### config.mk
export PLATFORM = sky130hd
export DESIGN_NAME = port_a_wake_serial_io
export DESIGN_NICKNAME = d
export VERILOG_FILES = /design/src/port_a_filter.v /design/src/port_a_wake_serial_io.v
export VERILOG_INCLUDE_DIRS = /design/src
export SDC_FILE = /design/constraint.sdc
export NUM_CORES = 1
export LEC_CHECK = 0
export BUFFER_PORTS_ARGS = -buffer_cell sky130_fd_sc_hd__buf_4
export CAP_MARGIN = 5
export CORE_ASPECT_RATIO = 1.5
export CORE_MARGIN = 2
export CORE_UTILIZATION = 35
export CTS_BUF_LIST = sky130_fd_sc_hd__clkbuf_2
export CTS_CLUSTER_SIZE = 12
export DETAILED_ROUTE_END_ITERATION = 7
export HOLD_SLACK_MARGIN = 0.03
export PLACE_DENSITY = 0.63
export SLEW_MARGIN = 20
export SYNTH_ARGS = -nofsm -noshare
export SYNTH_HDL_FRONTEND = slang
export SYNTH_SLANG_ARGS = --single-unit
### constraint.sdc
create_clock -name clk -period 3.27 [get_ports clk]
set_input_delay 0.327 -clock clk [delete_from_list [all_inputs] [get_ports clk]]
set_output_delay 0.327 -clock clk [all_outputs]
set_load 0.02 [all_outputs]
### src/port_a_defs.vh
// port a defs: constants for the port a wake and pseudo-serial block
// assumes: included by port_a_wake_serial_io.v and port_a_filter.v
`ifndef PORT_A_DEFS_VH
`define PORT_A_DEFS_VH
// ----------------------------------------------------------------------
// register offsets (plain port, word per offset)
// ----------------------------------------------------------------------
`define PA_ADDR_W        4
`define PA_OFS_DIR       4'h0
`define PA_OFS_OUT       4'h1
`define PA_OFS_PIN       4'h2
`define PA_OFS_SERIAL    4'h3
`define PA_OFS_CTRL      4'h4
`define PA_OFS_STATUS    4'h5
// ----------------------------------------------------------------------
// field positions
// ----------------------------------------------------------------------
`define PA_SER_BIT0      0
`define PA_SER_BIT1      1
`define PA_SER_IMM       4
`define PA_CTRL_SEL_LO   0
`define PA_CTRL_SEL_HI   1
`define PA_CTRL_IRQ_EN   2
`define PA_CTRL_ARM      3
`define PA_CTRL_CLR_B    4
`define PA_CTRL_CLR_D    5
`define PA_ST_FLAG0      0
`define PA_ST_SEF        1
`define PA_ST_FILT       2
`define PA_ST_OR         3
// ----------------------------------------------------------------------
// reset values and clock-select codes
// ----------------------------------------------------------------------
`define PA_DIR_RST       4'h0
`define PA_OUT_RST       4'h0
`define PA_SEL_32MS      2'h0
`define PA_SEL_8MS       2'h1
`define PA_SEL_2MS       2'h2
// ----------------------------------------------------------------------
// timing: intervals in ms, converted at 200 MHz
// ----------------------------------------------------------------------
`define PA_CLK_HZ        200000000
`define PA_T32_MS        32
`define PA_T8_MS         8
`define PA_T2_MS         2
`define PA_TICKS(ms)     ((ms) * (`PA_CLK_HZ / 1000))
`endif

### src/port_a_filter.v
// port a filter: chattering filter on the ORed port a input
// assumes: single clk domain, input already synchronised
`include "port_a_defs.vh"
module port_a_filter #(
    parameter integer T32 = `PA_TICKS(`PA_T32_MS),
    parameter integer T8  = `PA_TICKS(`PA_T8_MS),
    parameter integer T2  = `PA_TICKS(`PA_T2_MS)
) (
    // clock and reset
    input  wire       clk,
    input  wire       rst,
    // control
    input  wire [1:0] sel,
    input  wire       din,
    // filtered level and edge pulse
    output reg        level_q,
    output reg        edge_q
);
    reg  [31:0] cnt_q;
    reg         s1_q;
    reg  [31:0] lim;
    wire        tick;

    // chosen tick interval, longest by default
    always @* begin
        case (sel)
            `PA_SEL_8MS: lim = T8;
            `PA_SEL_2MS: lim = T2;
            default:     lim = T32;
        endcase
    end

    assign tick = (cnt_q + 32'h1 >= lim);

    // tick counter and two-tick stability
    always @(posedge clk or posedge rst) begin
        if (rst) begin
            cnt_q   <= 32'h0;
            s1_q    <= 1'b0;
            level_q <= 1'b0;
            edge_q  <= 1'b0;
        end else begin
            edge_q <= 1'b0;
            cnt_q  <= tick ? 32'h0 : cnt_q + 32'h1;
            if (tick) begin
                s1_q <= din;
                if (s1_q == din && din != level_q) begin
                    level_q <= din;
                    edge_q  <= 1'b1;
                end
            end
        end
    end
endmodule // port_a_filter

### src/port_a_wake_serial_io.v
// port a wake serial io: four-pin port a with pseudo-serial out and
// start condition detection
// assumes: single 200 MHz clk, pins arrive asynchronously
`include "port_a_defs.vh"
module port_a_wake_serial_io #(
    parameter        FILTER_MODE = 1'b0,  // mask option: 1 = filter
    parameter [3:0]  PULL_DOWN   = 4'hf,  // mask option per pin
    parameter [3:0]  PIN_SHARED  = 4'h0,  // mask option: pin elsewhere
    parameter integer T32 = `PA_TICKS(`PA_T32_MS),
    parameter integer T8  = `PA_TICKS(`PA_T8_MS),
    parameter integer T2  = `PA_TICKS(`PA_T2_MS)
) (
    // clock and reset
    input  wire                 clk,
    input  wire                 rst,
    // register port
    input  wire [`PA_ADDR_W-1:0] addr,
    input  wire [7:0]           wdata,
    input  wire                 wr,
    input  wire                 rd,
    output reg  [7:0]           rdata,
    // port a pins, four of them
    input  wire [3:0]           port_a_in,
    output reg  [3:0]           port_a_out,
    output reg  [3:0]           port_a_oe,
    output reg  [3:0]           port_a_pd,
    // start flag results
    output reg                  start_cond_flag_zero,
    output reg                  halt_release_req_zero,
    output reg                  irq_req,
    output reg                  clr_start_flags_bd
);
    // ------------------------------------------------------------------
    // state
    // ------------------------------------------------------------------
    reg  [3:0] dir_q;
    reg  [3:0] out_q;
    reg  [3:0] s1_q, s2_q, s3_q;
    reg  [3:0] stable_q;
    reg  [1:0] sel_q;
    reg        irq_en_q;
    reg        sef_q;
    reg        or_prev_q;
    reg        flt_prev_q;
    reg        ser_q;
    reg        ser_phase_q;
    reg  [2:0] ser_d_q;
    wire [3:0] live;
    wire       or_in;
    wire       flt_level;
    wire       flt_edge;
    wire       set_ev;
    wire       arm;
    wire [3:0] ser_pins;

    function [3:0] mux_pins;
        input [3:0] sel;
        input [3:0] a;
        input [3:0] b;
        begin
            mux_pins = (sel & a) | (~sel & b);
        end
    endfunction

    // pins given to other functions stay idle inputs
    assign live = dir_q & ~PIN_SHARED;

    // ------------------------------------------------------------------
    // input synchroniser: three stages, agree on last two
    // ------------------------------------------------------------------
    always @(posedge clk or posedge rst) begin
        if (rst) begin
            s1_q     <= 4'h0;
            s2_q     <= 4'h0;
            s3_q     <= 4'h0;
            stable_q <= 4'h0;
        end else begin
            s1_q <= port_a_in;
            s2_q <= s1_q;
            s3_q <= s2_q;
            stable_q <= (s2_q & s3_q) | (stable_q & (s2_q | s3_q));
        end
    end

    // OR of input-mode pins only
    assign or_in = |(stable_q & ~dir_q & ~PIN_SHARED);

    port_a_filter #(
        .T32 (T32),
        .T8  (T8),
        .T2  (T2)
    ) u_filter (
        .clk     (clk),
        .rst     (rst),
        .sel     (sel_q),
        .din     (or_in),
        .level_q (flt_level),
        .edge_q  (flt_edge)
    );

    assign arm = wr && addr == `PA_OFS_CTRL && wdata[`PA_CTRL_ARM];

    // level or filter source per mask option
    assign set_ev = sef_q && (FILTER_MODE ? flt_edge
                                          : (or_in && !or_prev_q));

    // ------------------------------------------------------------------
    // registers written by software
    // ------------------------------------------------------------------
    always @(posedge clk or posedge rst) begin
        if (rst) begin
            dir_q    <= `PA_DIR_RST;            // all inputs
            out_q    <= `PA_OUT_RST;
            sel_q    <= `PA_SEL_32MS;           // longest default
            irq_en_q <= 1'b0;
            sef_q    <= 1'b0;
        end else if (wr) begin
            case (addr)
                `PA_OFS_DIR: dir_q <= wdata[3:0];
                `PA_OFS_OUT: out_q <= wdata[3:0];
                `PA_OFS_CTRL: begin
                    sel_q    <= wdata[`PA_CTRL_SEL_HI:`PA_CTRL_SEL_LO];
                    irq_en_q <= wdata[`PA_CTRL_IRQ_EN];
                    if (wdata[`PA_CTRL_ARM])
                        sef_q <= 1'b1;
                end
                default: ;
            endcase
        end
    end

    // ------------------------------------------------------------------
    // start flag: sticky, ignores changes until re-armed; arm wins over a new set event while the flag is set
    // ------------------------------------------------------------------
    always @(posedge clk or posedge rst) begin
        if (rst) begin
            start_cond_flag_zero  <= 1'b0;
            halt_release_req_zero <= 1'b0;
            irq_req               <= 1'b0;
            clr_start_flags_bd    <= 1'b0;
            or_prev_q             <= 1'b0;
            flt_prev_q            <= 1'b0;
        end else begin
            or_prev_q  <= or_in;
            flt_prev_q <= flt_level;
            // arming clears flags zero, one and three together
            clr_start_flags_bd <= arm;
            if (set_ev && !start_cond_flag_zero)
                start_cond_flag_zero <= 1'b1;
            else if (arm)
                start_cond_flag_zero <= 1'b0;
            // halt release follows the flag; interrupt follows it only while irq_en_q is set
            halt_release_req_zero <= (set_ev && !start_cond_flag_zero) |
                                     (halt_release_req_zero && !arm);
            irq_req <= irq_en_q &&
                       ((set_ev && !start_cond_flag_zero) ||
                        (start_cond_flag_zero && !arm));
        end
    end

    // ------------------------------------------------------------------
    // pseudo-serial out: one write drives data and enable with a one-cycle strobe
    // ------------------------------------------------------------------
    always @(posedge clk or posedge rst) begin
        if (rst) begin
            ser_q       <= 1'b0;
            ser_phase_q <= 1'b0;
            ser_d_q     <= 3'h0;
        end else begin
            ser_phase_q <= 1'b0;
            if (wr && addr == `PA_OFS_SERIAL) begin
                ser_q   <= 1'b1;
                ser_d_q <= {wdata[`PA_SER_IMM],
                            wdata[`PA_SER_BIT1],
                            wdata[`PA_SER_BIT0]};
                ser_phase_q <= 1'b1;
            end else if (wr && addr == `PA_OFS_OUT) begin
                ser_q <= 1'b0;  // plain port write takes the pins back
            end
        end
    end

    // strobe on pin four only in the first cycle after the serial write
    assign ser_pins = {ser_phase_q, ser_d_q};

    // ------------------------------------------------------------------
    // pin drivers
    // ------------------------------------------------------------------
    always @(posedge clk or posedge rst) begin
        if (rst) begin
            port_a_out <= 4'h0;
            port_a_oe  <= 4'h0;
            port_a_pd  <= 4'h0;
        end else begin
            // outputs show register or serial pattern
            port_a_out <= live & (ser_q ? ser_pins : out_q);
            port_a_oe  <= live;
            port_a_pd  <= PULL_DOWN & ~live & ~PIN_SHARED;
        end
    end

    // ------------------------------------------------------------------
    // read data, one cycle after the strobe
    // ------------------------------------------------------------------
    always @(posedge clk or posedge rst) begin
        if (rst) begin
            rdata <= 8'h00;
        end else if (rd) begin
            case (addr)
                `PA_OFS_DIR: rdata <= {4'h0, dir_q};
                `PA_OFS_OUT: rdata <= {4'h0, out_q};
                // pins in input mode, register in output mode
                `PA_OFS_PIN: rdata <= {4'h0,
                                       mux_pins(dir_q, out_q, stable_q)};
                `PA_OFS_CTRL: rdata <= {5'h0, irq_en_q, sel_q};
                `PA_OFS_STATUS: rdata <= {4'h0, or_in, flt_prev_q,
                                          sef_q, start_cond_flag_zero};
                default: rdata <= 8'h00;
            endcase
        end else begin
            rdata <= 8'h00;
        end
    end
endmodule // port_a_wake_serial_io

Yosys cells after proc, flatten, opt, wreduce, memory -nomap -nowiden

Index checks and enable logic that the tools add are counted.

Bits of input ports: 20
Word-level logic and storage cells: 80
Output and inout port bits: 24
Register bits: 93

Bitwise operators: 10
Eq/ne operators: 9
Magnitude comparators: 1
Mux-type cells: 10
Reduce and logical (&&, ||, !) cells: 24
$add $sub $neg: 1

Operators with widths:

| kind                                                                   | count |
|---|---|
| 23-bit case mux with 2 select lines                                    | 1 |
| 32-bit by 1-bit adder with 32-bit output (second input constant)       | 1 |
| 32-bit by 23-bit >= comparator with 1-bit output                       | 1 |
| 32-bit two-way mux                                                     | 1 |
| 4-bit AND                                                              | 5 |
| 4-bit case mux with 5 select lines                                     | 1 |
| 4-bit bitwise OR                                                       | 3 |
| 1-bit logical AND                                                      | 11 |
| 4-bit by 2-bit equality test with 1-bit output (second input constant) | 2 |
| 4-bit by 3-bit equality test with 1-bit output (second input constant) | 2 |
| 8-bit two-way mux                                                      | 1 |
| 2-bit AND reduction                                                    | 4 |
| 1-bit two-way mux                                                      | 5 |
| 4-bit by 1-bit equality test with 1-bit output (second input constant) | 1 |
| 4-bit logical NOT                                                      | 1 |
| 4-bit two-way mux                                                      | 1 |
| 4-bit NOT                                                              | 1 |
| 2-bit nonzero test                                                     | 2 |
| 4-bit OR reduction                                                     | 1 |
| 1-bit logical NOT                                                      | 3 |
| 3-bit AND reduction                                                    | 1 |
| 2-bit by 1-bit equality test with 1-bit output (second input constant) | 1 |
| 2-bit equality test (second input constant)                            | 1 |
| 1-bit equality test                                                    | 1 |
| 3 further kinds                                                        | 3 |

Longest topological paths before layout

Gate-level depths: netlist of run 1.

Depth after elaboration: 8
Depth in mapped cells: 15
Depth with buffers taken out: 14

By module

Synthesis of run 1 repeated with hierarchy kept, for this count alone.

Cells, all modules: 377
Area total of the unflattened synthesis: 4319.1 µm²

By module, submodules not included:

| module                | instances | sequential area each (µm²) | area an instance (µm²) | cells each |
|---|---|---|---|---|
| port_a_filter         | 1         | 875.8                      | 2205.9                 | 222 |
| port_a_wake_serial_io | 1         | 1376.3                     | 2113.3                 | 155 |

Worst setup path after synthesis of run 1

OpenSTA, ideal clock, no wires.

Path kind: register -> register
Start point: register u_filter.cnt_q[0]
End point: register u_filter.s1_q
Path buffers: 0
Data required time: 3.145 ns
Arrival time: 2.810 ns
Clock period less this slack: 2.934 ns
Stages on the path, launching flop included: 14
Library setup time: 0.125 ns
Setup slack: 0.336 ns
Cells stage by stage: dfrtp_1 > ha_1 > and4_1 > nand2_1 > nor2_1 > nand3_1 > xnor2_1 > ha_1 > nand3_1 > or3_1 > nor3_1 > o31ai_1 > nand3_2 > mux2_2

Cells in the longest elaborated chain, start to end: 2

RTL lines:

| element                                          | line               | source |
|---|---|---|
| start, declared                                  | port_a_filter.v:19 | `reg [31:0] cnt_q;` |
| start signal, assigned                           | port_a_filter.v:44 | `cnt_q <= tick ? 32'h0 : cnt_q + 32'h1;` |
| 32-bit by 1-bit adder with 32-bit output         | port_a_filter.v:33 | `assign tick = (cnt_q + 32'h1 >= lim);` |
| 32-bit by 23-bit >= comparator with 1-bit output | port_a_filter.v:33 |  |
| end signal, assigned                             | port_a_filter.v:46 | `s1_q <= din;` |
| end, declared                                    | port_a_filter.v:20 | `reg s1_q;` |

No other way between the ends.
A chain may end at the register's enable or synchronous reset.

Worst setup path after layout of run 1

Start point: register u_filter.cnt_q[1]
End point: register u_filter.s1_q

The elaborated chain is that of the path after synthesis.

==> results.md, run 1 <==
- Die Ht: 137 um
- Pwr/cell area: around 460 nW/um^2
- CTS tree: done
- Antenna diodes: 0
- First drt pass iteration count: 4
- Crit path kind: reg -> reg
- Seq pwr share: 0.576
- WL per Instance: between 10 and 15 um
- Peak fanout along the critical path: 5
- Final Wtd Congestion: between 0.8 and 0.9
- RSZ-0062 raised after global routing: false
- Max Slew Vio Count: 0
- DR vias/cell: ~5.0
- Switching share of power: 0.322
- Status: complete, no violations
- GR Overflow Total: 0
- Crit-path cells: ha_2, and4_1, nand2_2, nor2_2, nand3_1, xnor2_1, ha_1, nand3_1, or3_1, nor3_2, o31ai_2, nand3_2, mux2_2
- Max-cap viol count: 0
- Synth Register Bits: about 90
- CORE AREA: roughly 11000 sq um
- CTS Sinks: a little under 90
- Final hold vios: 0
- Antenna Violating Nets Remaining: 0
- CTS buffer count: 9
- Sequential share of the synthesized area: 0.542
- Initial antenna violation count: 0
- Synth-to-layout area growth: 20.3%
- Post-Syn Area: 4110 sq um
- Crit. End Element: flip-flop
- Ys flop type: dfrtp_1
- Total GRT Usage: 0.142
- HPWL Detailed: just over 6000 um
- Post-Synthesis Cells: approximately 360
- Number of enable-type register cells in the synthesized netlist: 0
- Die Area: roughly 13000 sq um
- Slowest CP cell: dfrtp_1
- Vias in the first global route: 3019
- Post-route DRC violation count: 0
- Clock period minus worst slack: about 3 ns
- Avg Inst Size Synth: 11.4 sq um
- Clock Path Buffers: 2
- Final setup fails: 0
- I/O pin total: 44
- Top cells by area, synth: dfrtp_1 (54%), ha_1 (4.9%), mux2_2 (4.1%)
- CP most frequent cell: nand3_1
- Combinational Power Share: 0.198
- Slew Limit Headroom: 0.410
- CP bufs+invs: 0
- Clock transition at path regs: about 0.24 ns
- Initial core utilization: 0.358
- First-pass GRT wire length: about 14000 um
- Fmax: 324 MHz
- Yosys warnings: 0
- Worst Path Required: 3.75 ns
- Root Driver: clkbuf_2
- CP max stage delay: between 0.4 and 0.5 ns
- Power share of the clock group: 0.226
- DR iter-0 viols: 108
- Transition time of the tightest slew-check pin: between 0.8 and 0.9 ns
- H-tree levels: 3
- Critical path's top delay family: simple AND/OR/NAND/NOR gates
- Unique masters post-synth: 48
- Setup TNS: 0 ns
- Largest net degree at the start of global routing: 73
- Clock Latency Late Sink: 0.56 ns
- CP arrival: around 3.6 ns
- Yosys top cell area share: 0.542
- Int Pwr: approximately 1.5 mW
- Multi-input gate area: 1840 sq um
- Post-synth top area cell: dfrtp_1
- Site Rows: 48
- Cell leakage power: ~2.2 nW
- Switch Pwr: roughly 0.73 mW
- Final Skew: roughly 0.025 ns
- Register area: approximately 2200 sq um
- Startpoint Class: flip-flop
- Via count: approximately 2900
- DRT Wirelength: a little over 8000 um
- Final nets: ~470
- Layout fillers: 1097
- Max VDD drop: about 0.16 mV
- Final period util: 0.945
- Total power: between 2 and 2.5 mW
- Die W: 92.5 um
- HP Class: in -> reg
- Count of input and output buffers: 36
- Ys async rst share: 1.00
- Share of layout cells above drive strength 1: 0.220
final timing paths:
path / startpoint / endpoint / slack (ns) / cells past startpoint
setup reg to reg: u_filter.cnt_q[1] / u_filter.s1_q / 0.18 / 13
setup / recovery: u_filter.cnt_q[1] / u_filter.s1_q / 0.18 / 13
min in group asynchronous: rst / port_a_pd[0] / 0.22 / 3
max in group asynchronous: rst / u_filter.cnt_q[4] / 2.38 / 4
hold / removal: addr[3] / rdata[2] / 0.16 / 4
hold reg to reg: s1_q[3] / s2_q[3] / 0.39 / 0
logic make-up (layout without fill, tap and decap cells):
group | after synthesis | count (layout) | synth area share
simple gates | 134 | 134 | 0.177
flops | 89 | 89 | 0.542
compound gates | 43 | 43 | 0.0777
xor+xnor | 27 | 27 | 0.0576
buf+inv | 26 | 94 | 0.0305
fa+ha+maj | 21 | 21 | 0.0609
mux | 20 | 20 | 0.0533
other cells | 1 | 13 | 0.000913
placed cells by master, fill, tap and decap left out, types with 15 or more instances in the layout:
master   Yosys  layout
buf_4        6      50
dfrtp_1     89      87
ha_1        16      15
mux2_2      15      15
nand2_1     20      19
nand3_1     17      17
nor2_1      30      29
nor2b_1     17      17
xnor2_1     16      16
worst min-delay path: cells and delay by family:
family / cells / cell delay (ns)
buf+inv: 1 / 0.11
compound gates: 2 / 0.24
simple gates: 1 / 0.04
final cells by class:
| type | instances | area share |
|---|---|---|
| Sequential cell | 89 | 0.451 |
| Multi-Input combinational cell | 258 | 0.372 |
| Timing Repair Buffer | 64 | 0.107 |
| Tap cell | 150 | 0.0380 |
| Inverter | 14 | 0.0109 |
| Clock buffer | 10 | 0.0101 |
| Clock inverter | 6 | 0.0101 |
metal layers:
metal | wire, um | track usage | vias to the layer above
li1 | - | - | 1416
met1 | 3240 | 0.148 | 1440
met2 | 4440 | 0.254 | 71
met3 | 347 | 0.0347 | 22
met4 | 274 | 0.0862 | 0
met5 | 0 | 0 | -
synthesized netlist by cell type, types with 6 or more instances:
cell type / instances
xor2_1: 11
inv_1: 14
nand3_1: 17
a21o_1: 7
dfrtp_1: 89
nor2_1: 30
nand4_1: 11
and3_1: 6
and4_1: 8
nor2b_1: 17
mux2_2: 15
xnor2_1: 16
buf_4: 6
a21oi_1: 10
ha_1: 16
nand2_1: 20
power groups by stage:
stage / registers, mW / clock network [mW] / logic [mW]
floorplan: 1.36 / 0 / 0.224
CTS: 1.31 / 0.540 / 0.450
global route: 1.32 / 0.584 / 0.498
finish: 1.31 / 0.513 / 0.449
global placement: 1.33 / 0 / 0.429
detailed placement: 1.33 / 0 / 0.438
timing repair:
| action | 4_1_cts | 5_1_grt |
|---|---|---|
| buffers inserted | 0 | 0 |
| setup endpoints to repair | 0 | 25 |
| hold buffers | 12 | 0 |
| hold endpoints to repair | 82 | 0 |
| gates resized for setup | 0 | 13 |
sequential cells by signal, summed over array words and instances (netlist names), 2 cells and up:
name            cells
stable_q            4
port_a_pd           4
ser_d_q             3
out_q               4
u_filter.cnt_q     32
dir_q               4
s2_q                4
port_a_out          4
s1_q                4
sel_q               2
rdata               4
s3_q                4
port_a_oe           4
metrics by stage:
stage	std cells	hold WS [ns]	util	setup slack [ns]	cell area, sq um
2_1_floorplan	373	0.331	-	0.336	4150
3_3_place_gp	563	0.296	0.407	0.106	4670
3_5_place_dp	563	0.297	0.407	0.0575	4670
4_1_cts	591	0.108	0.426	0.0216	4890
5_1_grt	591	0.104	0.431	0.00458	4940
6_report	591	0.160	0.431	0.180	4940
Power figures use the tool's default switching activity.
==> run 2: changes to the inputs <==
CORE_UTILIZATION = 45   (was 35)
PLACE_DENSITY = 0.75   (was 0.63)
==> run 2 against run 1 <==
  * Sequential cell count is the same
  * Hold slack lost 0.076 ns
  * Design area shrank 2.4%
  * Sequential share of layout area grew 1.1 points
  * Die area decreased by 21%
  * Critical path type unchanged
  * Power shrank 3.1%
  * Clock power fell by 13%
  * Routed wire length shrank 3.1%
  * Non-clock buffer count shrank 3
  * Clock skew is 0.0050 ns lower
  * Sequential power is essentially flat
  * Highest routed layer unchanged
==> results.md, run 2 (synthesized netlist as in run 1, its figures left out) <==
- Status: complete, no violations
- Count of input and output buffers: 36
- Initial core utilization: 0.465
- Via count: just under 3000
- Worst Path Required: between 3 and 4 ns
- CTS tree: done
- Clock transition at path regs: 0.22 ns
- Largest register FFs: 32
- Slowest CP cell: dfrtp_1
- Die Ht: around 120 um
- Antenna Violating Nets Remaining: 0
- WL per Instance: 14.7 um
- Root Driver: clkbuf_2
- Reg with most FFs: u_filter.cnt_q
- Final Worst Setup Slack: about 0.19 ns
- Most frequent cells in the layout: dfrtp_1 (86), buf_4 (49), nor2_1 (29), nand2_1 (20)
- Clock Latency Late Sink: about 0.56 ns
- Max VDD drop: between 0.2 and 0.25 mV
- Min Hold Slack: 0.0841 ns
- Pwr/cell area: 456 nW/um^2
- First drt pass iteration count: 5
- CTS buffer count: 9
- Crit. End Element: flip-flop
- Clock Path Buffers: 2
- Final Wtd Congestion: 0.958
- Final Skew: 0.0196 ns
- GR Overflow Total: 0
- Vias in the first global route: a little over 3000
- DRT Wirelength: approximately 8000 um
- Die Area: a little under 10000 sq um
- Max-cap viol count: 0
- Cell leakage power: about 2.2 nW
- Die W: ~80 um
- Commonest non-fill, non-tap cell in the layout: dfrtp_1
- Critical path's top delay family: simple AND/OR/NAND/NOR gates
- H-tree levels: 3
- DR vias/cell: about 5.3
- Transition time of the tightest slew-check pin: between 0.8 and 0.9 ns
- Final period util: 0.942
- Layout fillers: just under 800
- CTS Sinks: between 80 and 90
- HPWL Detailed: about 6000 um
- Largest net degree at the start of global routing: 35
- Postcts setup bufs: 0
- Fin util: 0.546
- First-pass GRT wire length: 13600 um
- Peak fanout along the critical path: 5
- Pre-CTS setup slack: around 0.11 ns
- Final nets: ~470
- Antenna diodes: 0
- Fmax: 325 MHz
- Slew Limit Headroom: 0.439
- Total power: approximately 2.2 mW
- Initial antenna violation count: 0
- Post-route DRC violation count: 0
- Crit-path cells: ha_2, and4_1, nand2_1, nor3_2, xor2_1, ha_1, nand3_1, or3_1, nor3_2, o31ai_2, and4_1, a311o_1
- I/O pin total: between 40 and 50
- Setup TNS: 0 ns
- Crit path kind: reg -> reg
- Startpoint Class: flip-flop
- CP arrival: ~3.5 ns
- Share of layout cells above drive strength 1: 0.213
- Site Rows: 42
- Final hold vios: 0
- RSZ-0062 raised after global routing: false
- HP Class: in -> reg
- Synth-to-layout area growth: 17.4%
- Max Slew Vio Count: 0
- CP max stage delay: around 0.46 ns
- Total GRT Usage: 0.183
- CORE AREA: about 8800 sq um
- Final setup fails: 0
- CP bufs+invs: 0
- DR iter-0 viols: 152
- Clock period minus worst slack: roughly 3.1 ns
==> run 2: final timing paths <==
kind	depth (start not counted)	end	slack, ns	startpoint
worst min-delay path	3	clr_start_flags_bd	0.08	wr
min in group asynchronous	3	s1_q[1]	0.31	rst
worst min register to register	0	s2_q[3]	0.36	s1_q[3]
worst max-delay path	12	u_filter.level_q	0.19	u_filter.cnt_q[1]
worst max register to register	12	u_filter.level_q	0.19	u_filter.cnt_q[1]
max in group asynchronous	4	u_filter.cnt_q[29]	2.17	rst
==> run 2: final cells by class <==
cell class,instances,area (sq um),share of cell area
Sequential cell,89,2230,0.463
Inverter,14,53.8,0.0112
Clock buffer,9,45.0,0.00934
Tap cell,110,138,0.0285
Clock inverter,5,35.0,0.00727
Timing Repair Buffer,61,489,0.101
Multi-Input combinational cell,258,1830,0.380
==> run 2: report_power, final <==
group	switching (mW)	internal [mW]
clock	0.354	0.0916
combinational	0.241	0.202
sequential	0.0912	1.22
==> run 2: repair_timing <==
item	in CTS	in global routing
endpoints found under the setup margin	0	25
resized for setup	0	11
hold buffers	11	0
endpoints found under the hold margin	51	0
==> run 2: worst register-to-register path, cell delays in order, from the launching register on <==
cell,delay (ns)
dfrtp_1,0.46
ha_2,0.23
and4_1,0.20
nand2_1,0.13
nor3_2,0.26
xor2_1,0.12
ha_1,0.31
nand3_1,0.08
or3_1,0.42
nor3_2,0.19
o31ai_2,0.13
and4_1,0.19
a311o_1,0.27
==> run 2: per-stage QoR <==
step	std cells	cell area (sq um)
after floorplan	373	4150
after global placement	521	4590
after detailed placement	521	4590
after CTS	546	4780
after global routing	546	4820
final	546	4820
==> run 2: per-layer routing <==
layer	global-route usage	part of all wire	vias up
met1	0.181	0.36	1406
li1	-	-	1403
met2	0.335	0.56	79
met5	0	0	-
met3	0.0469	0.049	18
met4	0.0969	0.033	0
